===== src/sleep_gate_pkg.sv =====
package sleep_gate_pkg;

    // Register map
    localparam logic [3:0] SLEEP_CONTROL_ADDR = 4'h0;
    localparam logic [3:0] GENERAL_GATE_ADDR = 4'h8;
    localparam logic [3:0] PORT_A_GATE_ADDR = 4'h9;
    localparam logic [3:0] PORT_C_GATE_ADDR = 4'hB;
    localparam logic [3:0] PORT_D_GATE_ADDR = 4'hC;
    localparam logic [3:0] PORT_E_GATE_ADDR = 4'hD;
    localparam logic [3:0] PORT_F_GATE_ADDR = 4'hE;
    localparam logic [3:0] SLEEP_STATUS_ADDR = 4'hF;

    // Writable bit masks
    localparam logic [7:0] SLEEP_CONTROL_MASK = 8'h0F;
    localparam logic [7:0] GENERAL_GATE_MASK = 8'h06;
    localparam logic [7:0] PORT_A_GATE_MASK = 8'h03;
    localparam logic [7:0] PORT_C_GATE_MASK = 8'h5F;
    localparam logic [7:0] PORT_D_GATE_MASK = 8'h19;
    localparam logic [7:0] PORT_E_GATE_MASK = 8'h51;
    localparam logic [7:0] PORT_F_GATE_MASK = 8'h11;
    localparam logic [7:0] REG_RESET = 8'h00;

    // Field positions
    localparam int SLEEP_ARM_BIT = 0;
    localparam int MODE_LSB = 1;
    localparam int GATE_COUNTER_BIT = 2;
    localparam int GATE_EVENT_BIT = 1;
    localparam int GATE_ADC_BIT = 1;
    localparam int GATE_CMP_BIT = 0;
    localparam int GATE_TWI_BIT = 6;
    localparam int GATE_SERIAL_BIT = 4;
    localparam int GATE_SPI_BIT = 3;
    localparam int GATE_FINE_BIT = 2;
    localparam int GATE_T1_BIT = 1;
    localparam int GATE_T0_BIT = 0;

    // Mode codes
    localparam logic [2:0] MODE_IDLE = 3'h0;
    localparam logic [2:0] MODE_FULL_HALT = 3'h2;
    localparam logic [2:0] MODE_COUNTER_KEPT = 3'h3;
    localparam logic [2:0] MODE_OSC_KEPT = 3'h6;
    localparam logic [2:0] MODE_OSC_COUNTER_KEPT = 3'h7;

    // Wake stall
    localparam logic [2:0] WAKE_STALL_CYCLES = 3'h4;

    localparam int PORT_COUNT = 4;

    typedef enum logic [5:0] {
        ST_ACTIVE = 6'h01,
        ST_IDLE = 6'h02,
        ST_FULL_HALT = 6'h04,
        ST_COUNTER_KEPT = 6'h08,
        ST_OSC_KEPT = 6'h10,
        ST_OSC_COUNTER_KEPT = 6'h20
    } power_state_e;

    // Register port request
    typedef struct packed {
        logic [3:0] addr;
        logic [7:0] wdata;
        logic wr;
        logic rd;
    } reg_req_s;

    // Wake sources from the core side
    typedef struct packed {
        logic any_irq;
        logic twi_match;
        logic port_async;
        logic counter_irq;
    } wake_src_s;

    // Peripheral clock enables, one pulse-free level each
    typedef struct packed {
        logic counter_if;
        logic event_router;
        logic adc;
        logic analog_comparator;
        logic [PORT_COUNT-1:0] two_wire_interface;
        logic [PORT_COUNT-1:0] serial_port_zero;
        logic [PORT_COUNT-1:0] spi;
        logic [PORT_COUNT-1:0] fine_resolution_extension;
        logic [PORT_COUNT-1:0] timer_one;
        logic [PORT_COUNT-1:0] timer_zero;
    } clock_enables_s;

    // Domain and analog controls
    typedef struct packed {
        logic cpu_clock_run;
        logic nvm_run;
        logic peripheral_clock_run;
        logic counter_clock_run;
        logic system_osc_run;
        logic counter_osc_run;
        logic adc_auto_off;
        logic cmp_auto_off;
        logic vref_keep;
        logic input_buffers_on;
        logic watchdog_run;
        logic brownout_run;
        logic core_stall;
    } power_ctrl_s;

endpackage : sleep_gate_pkg


===== src/gate_register.sv =====
`timescale 1ns/1ps
`default_nettype none

module gate_register
    import sleep_gate_pkg::*;
#(
    parameter logic [7:0] MASK = 8'h00
) (
    input wire logic mclk,
    input wire logic rst_n,
    input wire logic wr_en,
    input wire logic [7:0] wdata,
    output logic [7:0] value
);
    import sleep_gate_pkg::*;

    typedef struct packed {
        logic [7:0] bits;
    } gate_state_s;

    gate_state_s state_q;
    gate_state_s state_d;

    // Only bits that exist take a write; others stay zero
    always_comb begin
        state_d = state_q;
        if (wr_en) begin
            state_d.bits = wdata & MASK;
        end
    end

    // State register
    always_ff @(posedge mclk or negedge rst_n) begin
        if (!rst_n) begin
            state_q <= '{bits: REG_RESET};
        end else begin
            state_q <= state_d;
        end
    end

    assign value = state_q.bits;

endmodule : gate_register

`default_nettype wire


===== src/sleep_and_clock_gating.sv =====
// How it works
// - Gate bit set stops that peripheral clock and blocks its register access.
// - Clearing a gate bit restarts the clock; peripheral resumes frozen state.
// - Gate bits for absent peripherals store nothing and drive nothing.
// - Gate bits only matter in active and idle; deeper modes stop every gated peripheral clock.
// - Mode field bits 3:1 decode idle, halt, counter, osc, osc+counter.
// - Sleep request enters sleep only while the arm bit 0 is set.
// - Reserved bits read zero and ignore writes.
// - General bit 2 stops counter interface; counter itself keeps counting.
// - General bit 1 stops the event router; clearing resumes it.
// - Port A bit 1 gates the ADC, bit 0 the comparator core.
// - Port gates: 6 two-wire, 4 serial, 3 SPI, 2 fine, 1 timer1, 0 timer0.
// - Timer one resumes where it stopped when ungated.
// - Some port bits exist only in port C and D, some only in C.
// - ADC switched off in all sleep modes but idle; flags extended conversion.
// - Comparator off in all sleep modes but idle; its reference kept only while comparator enabled and using it.
// - Input buffers off whenever the peripheral clock is stopped by sleep.
// - An enabled watchdog keeps running in every sleep mode.
// - Fused brownout stays on; deeper modes may sample it instead.
// - With debug enabled, sleep keeps the main clock source running.
// - On wake the core stalls four cycles before resuming.
// - Idle stops core and memory; peripherals run; any interrupt wakes.
// - Full halt stops all clocks; only two-wire match or port interrupt wake.
// - Counter-kept modes run the counter; osc-kept modes keep the system oscillator.
`timescale 1ns/1ps
`default_nettype none

module sleep_and_clock_gating (
    input wire logic mclk,
    input wire logic reset_n,
    input wire sleep_gate_pkg::reg_req_s reg_req,
    output logic [7:0] reg_rdata,
    input wire logic sleep_request,
    input wire sleep_gate_pkg::wake_src_s wake_src,
    input wire logic watchdog_enabled,
    input wire logic brownout_fused,
    input wire logic brownout_sampled_mode,
    input wire logic debug_enabled,
    input wire logic comparator_enabled,
    input wire logic comparator_uses_vref,
    output sleep_gate_pkg::clock_enables_s clock_enables,
    output sleep_gate_pkg::power_ctrl_s power_ctrl,
    output logic sleep_done,
    output logic sleep_ignored,
    output logic adc_extended_next,
    output logic gated_access_blocked
);
    import sleep_gate_pkg::*;

    //////////////////////////////////////////////////////////////////////////
    // Reset release

    logic [1:0] rst_sync_q;
    logic rst_n;

    // Two-stage release of the asynchronous reset
    always_ff @(posedge mclk or negedge reset_n) begin
        if (!reset_n) begin
            rst_sync_q <= 2'h0;
        end else begin
            rst_sync_q <= {rst_sync_q[0], 1'b1};
        end
    end

    assign rst_n = rst_sync_q[1];

    //////////////////////////////////////////////////////////////////////////
    // Gating registers

    logic [7:0] gen_gate;
    logic [7:0] pa_gate;
    logic [7:0] port_gate [PORT_COUNT];
    logic [3:0] port_addr [PORT_COUNT];

    assign port_addr[0] = PORT_C_GATE_ADDR;
    assign port_addr[1] = PORT_D_GATE_ADDR;
    assign port_addr[2] = PORT_E_GATE_ADDR;
    assign port_addr[3] = PORT_F_GATE_ADDR;

    gate_register #(.MASK(GENERAL_GATE_MASK)) u_gen_gate (
        .mclk(mclk),
        .rst_n(rst_n),
        .wr_en(reg_req.wr && reg_req.addr == GENERAL_GATE_ADDR),
        .wdata(reg_req.wdata),
        .value(gen_gate)
    );

    gate_register #(.MASK(PORT_A_GATE_MASK)) u_pa_gate (
        .mclk(mclk),
        .rst_n(rst_n),
        .wr_en(reg_req.wr && reg_req.addr == PORT_A_GATE_ADDR),
        .wdata(reg_req.wdata),
        .value(pa_gate)
    );

    // One register per port; absent bits are masked per port
    generate
        for (genvar p = 0; p < PORT_COUNT; p++) begin : g_port
            localparam logic [7:0] PMASK = (p == 0) ? PORT_C_GATE_MASK :
                                           (p == 1) ? PORT_D_GATE_MASK :
                                           (p == 2) ? PORT_E_GATE_MASK : PORT_F_GATE_MASK;
            gate_register #(.MASK(PMASK)) u_port_gate (
                .mclk(mclk),
                .rst_n(rst_n),
                .wr_en(reg_req.wr && reg_req.addr == port_addr[p]),
                .wdata(reg_req.wdata),
                .value(port_gate[p])
            );
        end
    endgenerate

    //////////////////////////////////////////////////////////////////////////
    // Sleep state

    typedef struct packed {
        logic [7:0] sleep_ctrl;
        power_state_e pstate;
        logic [2:0] stall_cnt;
        logic [7:0] rdata;
        logic sleep_done;
        logic sleep_ignored;
        logic adc_was_off;
        logic adc_extended;
        logic blocked;
        clock_enables_s ce;
        power_ctrl_s pc;
    } core_state_s;

    core_state_s s_q;
    core_state_s s_d;

    logic [2:0] mode_sel;
    logic wake;
    logic periph_run;
    logic asleep;
    logic in_idle;
    logic [7:0] gate_read;
    logic gate_hit;

    assign mode_sel = s_q.sleep_ctrl[MODE_LSB +: 3];
    assign asleep = s_q.pstate != ST_ACTIVE;
    assign in_idle = s_q.pstate == ST_IDLE;

    // Wake sources allowed per mode
    always_comb begin
        wake = 1'b0;
        unique case (s_q.pstate)
            ST_ACTIVE: wake = 1'b0;
            ST_IDLE: wake = wake_src.any_irq;
            ST_FULL_HALT, ST_OSC_KEPT: wake = wake_src.twi_match | wake_src.port_async;
            ST_COUNTER_KEPT, ST_OSC_COUNTER_KEPT: begin
                wake = wake_src.twi_match | wake_src.port_async | wake_src.counter_irq;
            end
        endcase
    end

    // Read mux for gate registers
    always_comb begin
        gate_read = 8'h00;
        gate_hit = 1'b0;
        if (reg_req.addr == GENERAL_GATE_ADDR) begin
            gate_read = gen_gate;
            gate_hit = 1'b1;
        end else if (reg_req.addr == PORT_A_GATE_ADDR) begin
            gate_read = pa_gate;
            gate_hit = 1'b1;
        end
        for (int p = 0; p < PORT_COUNT; p++) begin
            if (reg_req.addr == port_addr[p]) begin
                gate_read = port_gate[p];
                gate_hit = 1'b1;
            end
        end
    end

    assign periph_run = (s_q.pstate == ST_ACTIVE) || in_idle;

    // Next-state logic
    always_comb begin
        s_d = s_q;
        s_d.sleep_done = 1'b0;
        s_d.sleep_ignored = 1'b0;
        // Register port
        if (reg_req.wr && reg_req.addr == SLEEP_CONTROL_ADDR) begin
            s_d.sleep_ctrl = reg_req.wdata & SLEEP_CONTROL_MASK;
        end
        s_d.rdata = 8'h00;
        if (reg_req.rd) begin
            if (reg_req.addr == SLEEP_CONTROL_ADDR) begin
                s_d.rdata = s_q.sleep_ctrl;
            end else if (reg_req.addr == SLEEP_STATUS_ADDR) begin
                s_d.rdata = {2'h0, s_q.pstate};
            end else if (gate_hit) begin
                s_d.rdata = gate_read;
            end
        end
        // Power state sequencing
        unique case (s_q.pstate)
            ST_ACTIVE: begin
                if (s_q.stall_cnt != 3'h0) begin
                    s_d.stall_cnt = s_q.stall_cnt - 3'h1;
                    if (s_q.stall_cnt == 3'h1) begin
                        s_d.sleep_done = 1'b1;
                    end
                end else if (sleep_request) begin
                    if (!s_q.sleep_ctrl[SLEEP_ARM_BIT]) begin
                        s_d.sleep_ignored = 1'b1;
                    end else begin
                        unique case (mode_sel)
                            MODE_IDLE: s_d.pstate = ST_IDLE;
                            MODE_FULL_HALT: s_d.pstate = ST_FULL_HALT;
                            MODE_COUNTER_KEPT: s_d.pstate = ST_COUNTER_KEPT;
                            MODE_OSC_KEPT: s_d.pstate = ST_OSC_KEPT;
                            MODE_OSC_COUNTER_KEPT: s_d.pstate = ST_OSC_COUNTER_KEPT;
                            default: s_d.sleep_ignored = 1'b1;
                        endcase
                    end
                end
            end
            ST_IDLE, ST_FULL_HALT, ST_COUNTER_KEPT, ST_OSC_KEPT, ST_OSC_COUNTER_KEPT: begin
                if (wake) begin
                    s_d.pstate = ST_ACTIVE;
                    s_d.stall_cnt = WAKE_STALL_CYCLES;
                end
            end
        endcase
        // Access to a gated peripheral is refused by the bus fabric
        s_d.blocked = |gen_gate | |pa_gate;
        for (int p = 0; p < PORT_COUNT; p++) begin
            if (|port_gate[p]) begin
                s_d.blocked = 1'b1;
            end
        end
        // Peripheral clock enables; clearing the bit resumes the frozen state
        s_d.ce.counter_if = periph_run & ~gen_gate[GATE_COUNTER_BIT];
        s_d.ce.event_router = periph_run & ~gen_gate[GATE_EVENT_BIT];
        s_d.ce.adc = periph_run & ~pa_gate[GATE_ADC_BIT];
        s_d.ce.analog_comparator = periph_run & ~pa_gate[GATE_CMP_BIT];
        for (int p = 0; p < PORT_COUNT; p++) begin
            s_d.ce.two_wire_interface[p] = periph_run & ~port_gate[p][GATE_TWI_BIT];
            s_d.ce.serial_port_zero[p] = periph_run & ~port_gate[p][GATE_SERIAL_BIT];
            s_d.ce.spi[p] = periph_run & ~port_gate[p][GATE_SPI_BIT];
            s_d.ce.fine_resolution_extension[p] = periph_run & ~port_gate[p][GATE_FINE_BIT];
            s_d.ce.timer_one[p] = periph_run & ~port_gate[p][GATE_T1_BIT];
            s_d.ce.timer_zero[p] = periph_run & ~port_gate[p][GATE_T0_BIT];
        end
        // Domain controls
        s_d.pc.cpu_clock_run = !asleep && s_q.stall_cnt == 3'h0;
        s_d.pc.core_stall = !asleep && s_q.stall_cnt != 3'h0;
        s_d.pc.nvm_run = !asleep;
        s_d.pc.peripheral_clock_run = periph_run;
        s_d.pc.counter_clock_run = periph_run || s_q.pstate == ST_COUNTER_KEPT ||
                                   s_q.pstate == ST_OSC_COUNTER_KEPT;
        s_d.pc.counter_osc_run = s_d.pc.counter_clock_run;
        s_d.pc.system_osc_run = periph_run || s_q.pstate == ST_OSC_KEPT ||
                                s_q.pstate == ST_OSC_COUNTER_KEPT || debug_enabled;
        s_d.pc.adc_auto_off = !periph_run;
        s_d.pc.cmp_auto_off = !periph_run;
        s_d.pc.vref_keep = comparator_enabled && comparator_uses_vref;
        s_d.pc.input_buffers_on = periph_run;
        s_d.pc.watchdog_run = watchdog_enabled;
        s_d.pc.brownout_run = brownout_fused && !(asleep && !in_idle && brownout_sampled_mode);
        // ADC off-then-on forces an extended next conversion
        s_d.adc_was_off = !s_d.ce.adc || s_d.pc.adc_auto_off;
        if (s_q.adc_was_off && !s_d.adc_was_off) begin
            s_d.adc_extended = 1'b1;
        end else if (s_d.adc_was_off) begin
            s_d.adc_extended = 1'b0;
        end
    end

    // State register
    always_ff @(posedge mclk or negedge rst_n) begin
        if (!rst_n) begin
            s_q <= '{sleep_ctrl: REG_RESET, pstate: ST_ACTIVE, stall_cnt: 3'h0, rdata: 8'h00,
                     sleep_done: 1'b0, sleep_ignored: 1'b0, adc_was_off: 1'b0, adc_extended: 1'b0,
                     blocked: 1'b0, ce: '1, pc: 13'h1F80};
        end else begin
            s_q <= s_d;
        end
    end

    //////////////////////////////////////////////////////////////////////////
    // Outputs

    assign reg_rdata = s_q.rdata;
    assign clock_enables = s_q.ce;
    assign power_ctrl = s_q.pc;
    assign sleep_done = s_q.sleep_done;
    assign sleep_ignored = s_q.sleep_ignored;
    assign adc_extended_next = s_q.adc_extended;
    assign gated_access_blocked = s_q.blocked;

endmodule : sleep_and_clock_gating

`default_nettype wire


===== config.mk =====
export PLATFORM = sky130hd
export DESIGN_NAME = sleep_and_clock_gating
export DESIGN_NICKNAME = d
export VERILOG_FILES = /design/src/sleep_gate_pkg.sv /design/src/gate_register.sv /design/src/sleep_and_clock_gating.sv
export SDC_FILE = /design/constraint.sdc
export NUM_CORES = 1
export LEC_CHECK = 0
export BUFFER_PORTS_ARGS = -buffer_cell sky130_fd_sc_hd__buf_4
export CAP_MARGIN = 30
export CORE_MARGIN = 1.5
export CORE_UTILIZATION = 46
export DETAILED_ROUTE_END_ITERATION = 10
export PLACE_DENSITY = 0.7
export SETUP_SLACK_MARGIN = 0.3
export SYNTH_ARGS = -nofsm -noshare
export SYNTH_HDL_FRONTEND = slang
export SYNTH_HIERARCHICAL = 1
export SYNTH_SLANG_ARGS = --single-unit

===== constraint.sdc =====
create_clock -name mclk -period 2.3 [get_ports mclk]
set_input_delay 0.23 -clock mclk [delete_from_list [all_inputs] [get_ports mclk]]
set_output_delay 0.23 -clock mclk [all_outputs]
set_load 0.01 [all_outputs]

==> results of run 1 <==
==> registers in the layout (all words and copies together) (netlist names) <==
signal,cells
clock_enables,28
g_port.u_port_gate/value,14
power_ctrl,11
s_q,11
reg_rdata,8
mode_sel,3
rst_sync_q,2
u_gen_gate/value,2
u_pa_gate/value,2
adc_extended_next,1
gated_access_blocked,1
sleep_done,1
sleep_ignored,1
==> cell type report <==
type | instances | area [sq um]
tap | 129 | 161
clock buffer | 10 | 138
timing repair buffer | 85 | 656
inverter | 11 | 42.5
sequential | 85 | 2170
clock inverter | 6 | 47.5
fill | 879 | 4480
multi-input combinational | 267 | 1680
==> cell families after synthesis <==
| logic type | after synthesis | share of synthesized area |
|---|---|---|
| AO/OA/AOI/OAI | 64 | 0.100 |
| flip-flops | 85 | 0.483 |
| buffers and inverters | 110 | 0.165 |
| XOR/XNOR | 4 | 0.00780 |
| adder cells (fa/ha/maj) | 3 | 0.00836 |
| multiplexers | 32 | 0.0830 |
| other | 7 | 0.00585 |
| AND/OR/NAND/NOR | 133 | 0.147 |
==> report_power, final <==
part | switching [mW] | internal [mW] | leakage, nW | total, mW
logic | 1.11 | 0.987 | 1.17 | 2.10
registers | 0.346 | 2.11 | 0.992 | 2.46
clock network | 0.554 | 0.429 | 0.0928 | 0.983
total | 2.01 | 3.53 | 2.25 | 5.54
==> worst reg2reg max path: cells and delay by family (launching register included) <==
kind | cells | cell delay, ns
and+or+nand+nor | 1 | 0.21
AOI/OAI and AO/OA | 4 | 1.07
DFF | 1 | 0.52
==> final timing paths <==
| kind | startpoint | slack (ns) | to |
|---|---|---|---|
| hold reg to reg | rst_sync_q[1]$_DFF_PN0_ | 0.30 | reg_rdata[3]$_DFF_PN0_ |
| max in group asynchronous | rst_sync_q[1]$_DFF_PN0_ | 1.34 | power_ctrl[7]$_DFF_PN1_ |
| min in group asynchronous | reset_n | 0.18 | rst_sync_q[1]$_DFF_PN0_ |
| setup reg to reg | s_q[61]$_DFFE_PN0P_ | 0.44 | s_q[62]$_DFFE_PN0P_ |
| setup / recovery | s_q[61]$_DFFE_PN0P_ | 0.44 | s_q[62]$_DFFE_PN0P_ |
| hold / removal | brownout_sampled_mode | 0.04 | power_ctrl[1]$_DFF_PN0_ |
==> metal layers <==
layer	share of wire	routed length, um	track usage
met5	0	0	0
met4	0.021	187	0.0917
met3	0.053	476	0.0458
met2	0.50	4480	0.304
met1	0.43	3890	0.239
==> what timing repair did <==
item | in CTS | in global routing
hold endpoints to repair | 3 | 0
resized for setup | 0 | 1
hold buffers | 2 | 0
setup endpoints to repair | 0 | 4
==> placed cells by master (no fill, tap or decap), types with 8 or more instances in the layout <==
| cell | instances |
|---|---|
| dfstp_2 | 34 |
| clkbuf_8 | 10 |
| nor4_1 | 12 |
| o21ai_0 | 11 |
| nor2_1 | 57 |
| conb_1 | 31 |
| buf_4 | 82 |
| dfrtp_1 | 50 |
| nand2_1 | 21 |
| mux2i_1 | 8 |
| inv_1 | 9 |
| a21oi_1 | 9 |
| mux2_2 | 18 |
==> synth_stat cells (7+ instances only) <==
cell and count:
mux2i_1 8, nor2_1 57, nor4_1 12, conb_1 7, a21oi_1 9, clkbuf_1 7
dfstp_2 34, inv_1 9, buf_2 7, buf_4 81, mux2_2 18, o21ai_0 11
nand2_1 21, dfrtp_1 51
==> flow_summary_export.csv, run 1 <==
group,metric,value,unit
run_status,status,"finished, final reports clean",
routing,first_iter_violations,161,
sta,holdWs,0.0404,ns
placed_design,placedCellCount,575,
placed_design,hpwl,6.60,mm
power_and_ir_drop,total_power,5.54,mW
layout,nets,489,
worst_setup_path,cp_max_fo,10,
flow_run,cap_violations,0,
sta,setup-violations-final,0,
sta,slew_viol_final,0,
worst_setup_path,cp.required,2.59,ns
clock_network,cts_tree,"done",
routing,wl,9.02,mm
layout,drive_gt1_frac,0.358,
worst_setup_path,critical-path-slowest-cell,"dfrtp_1",
sta,maxSlewHeadroom,0.627,
die,io_pins,80,
layout,area_growth,8.97,%
yosys,syn_area,0.00449,sq mm
routing,drt-wirelength-per-cell,15.2,um
yosys,postSynthAreaPerCell,10.3,sq um
layout,fin_area,0.00490,sq mm
routing,vias_per_cell,5.12,
clock_network,clock_path_buffers,2,
worst_setup_path,r2r.worst_path.cells,5,
global_route,grt_overflow,0,
power_and_ir_drop,powerDensity,1130,mW/mm^2
layout,utilization,0.522,
layout,num_antenna_cells,0,
yosys,yosys_warnings,6,
worst_setup_path,start_kind,"flip-flop",
sta,worst_slew_pin_slew,0.545,ns
worst_setup_path,crit_cells,5,
worst_setup_path,crit_type,"reg2reg",
yosys,synth_cell_types,56,
min_path,hold_depth,2,
placed_design,gp_congestion,0.877,
die,die_x,102,um
global_route,grt_max_degree,39,
worst_setup_path,critPathTopFamily,"compound AO/OA/AOI/OAI gates",
yosys,async_flop_share,1.00,
clock_network,cts_root_buffer,"clkbuf_8",
sta,fin_skew,0.0112,ns
worst_setup_path,crit_arrival,2.15,ns
yosys,synth_ff_type,"dfrtp_1",
yosys,synth-seq-cells,85,
worst_setup_path,crit_chain,"nor2b_1, a221oi_1, o221ai_2, o21ai_1, a32o_1",
clock_network,numClockSinks,85,
die,dieArea,0.0104,sq mm
global_route,grt_usage,0.188,
routing,drc,0,
yosys,synth_edf_count,0,
sta,layout_setup_ws,0.442,ns
min_path,min_path_type,"in2reg",
placed_design,postPlaceCellArea,0.00468,sq mm
layout,fin_cells,593,
yosys,synth_top_area_share,0.284,
die,rows,35,
global_route,grt_pass1_wl,14.8,mm
die,initial_core_util,0.479,
yosys,seq_area_frac_synth,0.483,
sta,min_period,1.86,ns
worst_setup_path,cp_slowest_stage_delay,0.52,ns
yosys,postSynthCellCount,438,
clock_network,clkTransAtPathRegs,0.09,ns
global_route,antenna_found_initial,0,
placed_design,place_ws,0.352,ns
clock_network,cts_buffers,9,
global_route,grt_pass1_vias,2972,
power_and_ir_drop,power.leakage,2.25,nW
clock_network,cts_htree_levels,3,
yosys,synth_area_leaders,"dfrtp_1 28%, dfstp_2 20%, buf_4 14%, nor2_1 4.8%, mux2_2 4.5%",
sta,fmax,538,MHz
sta,rsz0062_at_grt,"no",
sta,hold_violations,0,
power_and_ir_drop,ir_worst_vdd,0.556,mV
placed_design,io_buffers,77,
die,die-height,102,um
clock_network,post_cts_buffers,0,
routing,first_pass_iters,4,
routing,antenna_left,0,
die,core_area,0.00937,sq mm
worst_setup_path,cp_num_buf_inv,0,
sta,fin_crit_sh,0.808,
worst_setup_path,cp-end-kind,"flip-flop",
clock_network,clk_latency,0.36,ns
yosys,synth_top_area_cell,"dfrtp_1",
sta,setup_tns,0,ns
routing,via_count,3036,
Power figures use the tool's default switching activity.
==> inputs of run 2 (changes only) <==
--- a/config.mk
+++ b/config.mk
@@ -5,12 +5,13 @@
 export SDC_FILE = /design/constraint.sdc
 export NUM_CORES = 1
 export LEC_CHECK = 0
+export ABC_AREA = 1
 export BUFFER_PORTS_ARGS = -buffer_cell sky130_fd_sc_hd__buf_4
 export CAP_MARGIN = 30
 export CORE_MARGIN = 1.5
 export CORE_UTILIZATION = 46
 export DETAILED_ROUTE_END_ITERATION = 10
-export PLACE_DENSITY = 0.7
+export PLACE_DENSITY = 0.68
 export SETUP_SLACK_MARGIN = 0.3
 export SYNTH_ARGS = -nofsm -noshare
 export SYNTH_HDL_FRONTEND = slang
==> constraint.sdc (replaced) <==
create_clock -name mclk -period 1.8 [get_ports mclk]
set_input_delay 0.18 -clock mclk [delete_from_list [all_inputs] [get_ports mclk]]
set_output_delay 0.18 -clock mclk [all_outputs]
set_load 0.01 [all_outputs]
==> flow_summary_export.csv, run 2 <==
group,metric,value,unit
run_status,status,"finished, violations left",
run_status,violations,"hold timing",
clock_network,clock_path_buffers,2,
yosys,synth_area_leaders,"dfrtp_1 28%, dfstp_2 20%, buf_4 13%, nand2_1 10%, nor2_1 4.7%",
global_route,antenna_found_initial,0,
layout,multi_input_area,0.00169,sq mm
global_route,gr-max-usage-layer,"met2",
min_path,min_path_type,"in2reg",
routing,antenna_left,0,
global_route,grt_overflow,0,
sta,min_period,1.57,ns
worst_setup_path,cp.required,2.06,ns
worst_setup_path,rr_endpoint,"s_q[58]$_DFFE_PN0P_",
worst_setup_path,cp-end-kind,"flip-flop",
clock_network,numClockSinks,85,
clock_network,cts_tree,"done",
layout,layout_commonest_cell,"nand2_1",
global_route,use_met2,0.320,
sta,hold_violations,1,
global_route,grt_usage,0.196,
routing,vias_per_cell,4.89,
worst_setup_path,cp_slowest_stage_delay,0.42,ns
routing,via_count,3534,
worst_setup_path,critPathTopFamily,"simple AND/OR/NAND/NOR gates",
clock_network,clkTransAtPathRegs,0.08,ns
yosys,postSynthCellCount,532,
global_route,grtUsageMet1,0.259,
yosys,async_flop_share,1.00,
layout,fin_cells,723,
worst_setup_path,worstSetupStartpoint,"s_q[61]$_DFFE_PN0P_",
layout,mostFrequentLayoutCells,"116 x nand2_1, 101 x buf_4, 49 x nor2_1",
min_path,min_to,"power_ctrl[4]$_DFF_PN0_",
worst_setup_path,crit_chain,"buf_4, inv_1, nor2_2, nand3_2, nand2_1, nor2_1, nand2_2, nand2_4, nand2_4, nand2_1, nand2_1",
worst_setup_path,crit_arrival,1.83,ns
sta,holdWs,-0.00216,ns
global_route,grt_max_degree,37,
die,die_x,102,um
layout,area_growth,17.6,%
power_and_ir_drop,power.leakage,2.66,nW
worst_setup_path,rr_startpoint,"s_q[61]$_DFFE_PN0P_",
die,rows,35,
yosys,yosys_warnings,6,
yosys,syn_area,0.00451,sq mm
worst_setup_path,start_kind,"flip-flop",
power_and_ir_drop,ir_worst_vdd,0.773,mV
layout,num_antenna_cells,0,
global_route,grt_pass1_wl,15.4,mm
yosys,synth_ff_type,"dfrtp_1",
sta,fmax,635,MHz
worst_setup_path,rrSetupSlack,0.23,ns
worst_setup_path,cp_max_fo,6,
placed_design,io_buffers,77,
routing,first_pass_iters,6,
placed_design,placedCellCount,687,
routing,drc,0,
layout,ff_latch_area,0.00218,sq mm
min_path,hold_depth,3,
power_and_ir_drop,powerDensity,1350,mW/mm^2
clock_network,cts_buffers,9,
routing,drt-wirelength-per-cell,14.3,um
die,initial_core_util,0.481,
worst_setup_path,crit_type,"reg2reg",
yosys,synth_cell_types,36,
sta,fin_skew,0.0143,ns
routing,first_iter_violations,223,
sta,fin_crit_sh,0.875,
layout,nets,619,
layout,drive_gt1_frac,0.347,
yosys,synthTopCellsByCount,"123 x nand2_1, 80 x buf_4, 57 x nor2_1, 51 x dfrtp_1, 41 x nand3_1",
worst_setup_path,r2r.worst_path.cells,11,
sta,setup-violations-final,0,
die,dieArea,0.0104,sq mm
yosys,synth_top_area_share,0.283,
placed_design,hpwl,7.15,mm
die,io_pins,80,
yosys,postSynthAreaPerCell,8.47,sq um
global_route,grt_pass1_vias,3236,
worst_setup_path,critical-path-slowest-cell,"dfrtp_1",
yosys,post-synth-top-count-cell,"nand2_1",
placed_design,gp_congestion,0.890,
layout,largest_reg_flops,28,
clock_network,cts_htree_levels,3,
clock_network,clk_latency,0.37,ns
sta,slew_viol_final,0,
yosys,synth_edf_count,0,
die,core_area,0.00937,sq mm
min_path,hp-start,"comparator_enabled",
sta,rsz0062_at_grt,"yes",
sta,setup_tns,0,ns
yosys,synth-seq-cells,85,
worst_setup_path,cpMostUsedCell,"nand2_1",
die,die-height,102,um
clock_network,cts_root_buffer,"clkbuf_8",
global_route,grtUsageMet3,0.0410,
flow_run,cap_violations,0,
yosys,seq_area_frac_synth,0.482,
routing,wl,10.3,mm
worst_setup_path,cp_num_buf_inv,2,
layout,fillers,866,
yosys,synth_top_area_cell,"dfrtp_1",
## run 2: cell count changes in the layout (fill, tap and decap cells not counted), moves of 6 or more
cell,before,now
nand2_2,1,9
nand3_1,6,37
inv_1,9,38
nor2b_1,6,0
or2_2,1,8
inv_2,0,7
o2bb2ai_1,6,0
nor2_1,57,49
nand2_1,21,116
mux2_2,18,0
mux2i_1,8,0
nor2_4,0,8
buf_4,82,101
## run 2: how the worst max path moves through the flow
stage,to,slack [ns],cells past startpoint
after floorplan,s_q[62]$_DFFE_PN0P_,0.37,9
after global placement,power_ctrl[1]$_DFF_PN0_,0.14,9
after detailed placement,power_ctrl[1]$_DFF_PN0_,0.08,9
after CTS,s_q[58]$_DFFE_PN0P_,0.28,8
after global routing,s_q[54]$_DFFE_PN0P_,0.13,11
final,s_q[58]$_DFFE_PN0P_,0.23,11
## run 2: kinds of logic after synthesis
family / after synthesis / share of synthesized area
adders and majority gates: 3 / 0.00833
DFF: 85 / 0.482
muxes: 1 / 0.00333
xor gates and xnor gates: 1 / 0.00194
and+or+nand+nor: 275 / 0.280
AOI/OAI and AO/OA: 26 / 0.0322
buffers and inverters: 134 / 0.187
other: 7 / 0.00583
## run 2: report_power, final
group	total (mW)	switching, mW	internal (mW)
combinational	2.69	1.53	1.16
sequential	2.87	0.317	2.55
clock	1.62	0.691	0.927
## run 2: repair_timing
item | 4_1_cts | 5_1_grt
pin swaps | 6 | 9
hold endpoints to repair | 4 | 0
gates cloned | 0 | 1
gates resized for setup | 16 | 22
endpoints found under the setup margin | 39 | 45
hold buffers | 3 | 0
buffers inserted | 8 | 8
## run 2: cell type report
cell class / count / share of cell area
flip-flops and latches: 85 / 0.411
well taps: 129 / 0.0305
repair inverters: 1 / 0.00165
inverters: 48 / 0.0366
multi-input cells: 337 / 0.319
clock inverters: 6 / 0.0210
clock buffers: 10 / 0.0241
repair buffers: 107 / 0.157
## run 2: worst register-to-register path: stages, from the launching register on
cell and delay [ns]:
dfrtp_1 0.42, buf_4 0.16, inv_1 0.06, nor2_2 0.05, nand3_2 0.07, nand2_1 0.07
nor2_1 0.14, nand2_2 0.14, nand2_4 0.15, nand2_4 0.08, nand2_1 0.07, nand2_1 0.05
## run 2: per-layer routing
| layer | part of all wire | up-vias | wire length [um] |
|---|---|---|---|
| met5 | 0 | - | 0 |
| met4 | 0.030 | 0 | 310 |
| met3 | 0.067 | 33 | 686 |
| met2 | 0.48 | 148 | 4980 |
| met1 | 0.42 | 1656 | 4340 |
| li1 | - | 1697 | - |
## run 2: through the flow
stage / area, sq um / hold WS [ns] / total power, mW / setup WS, ns / util
after global routing: 5300 / 0.000261 / 7.61 / 0.127 / 0.565
after floorplan: 4600 / -0.116 / 4.53 / 0.375 / -
after detailed placement: 4770 / -0.0367 / 4.93 / 0.0835 / 0.509
final: 5300 / -0.00216 / 7.18 / 0.225 / 0.565
after global placement: 4770 / -0.0378 / 4.85 / 0.143 / 0.509
after CTS: 5140 / 0.00121 / 6.79 / 0.283 / 0.549
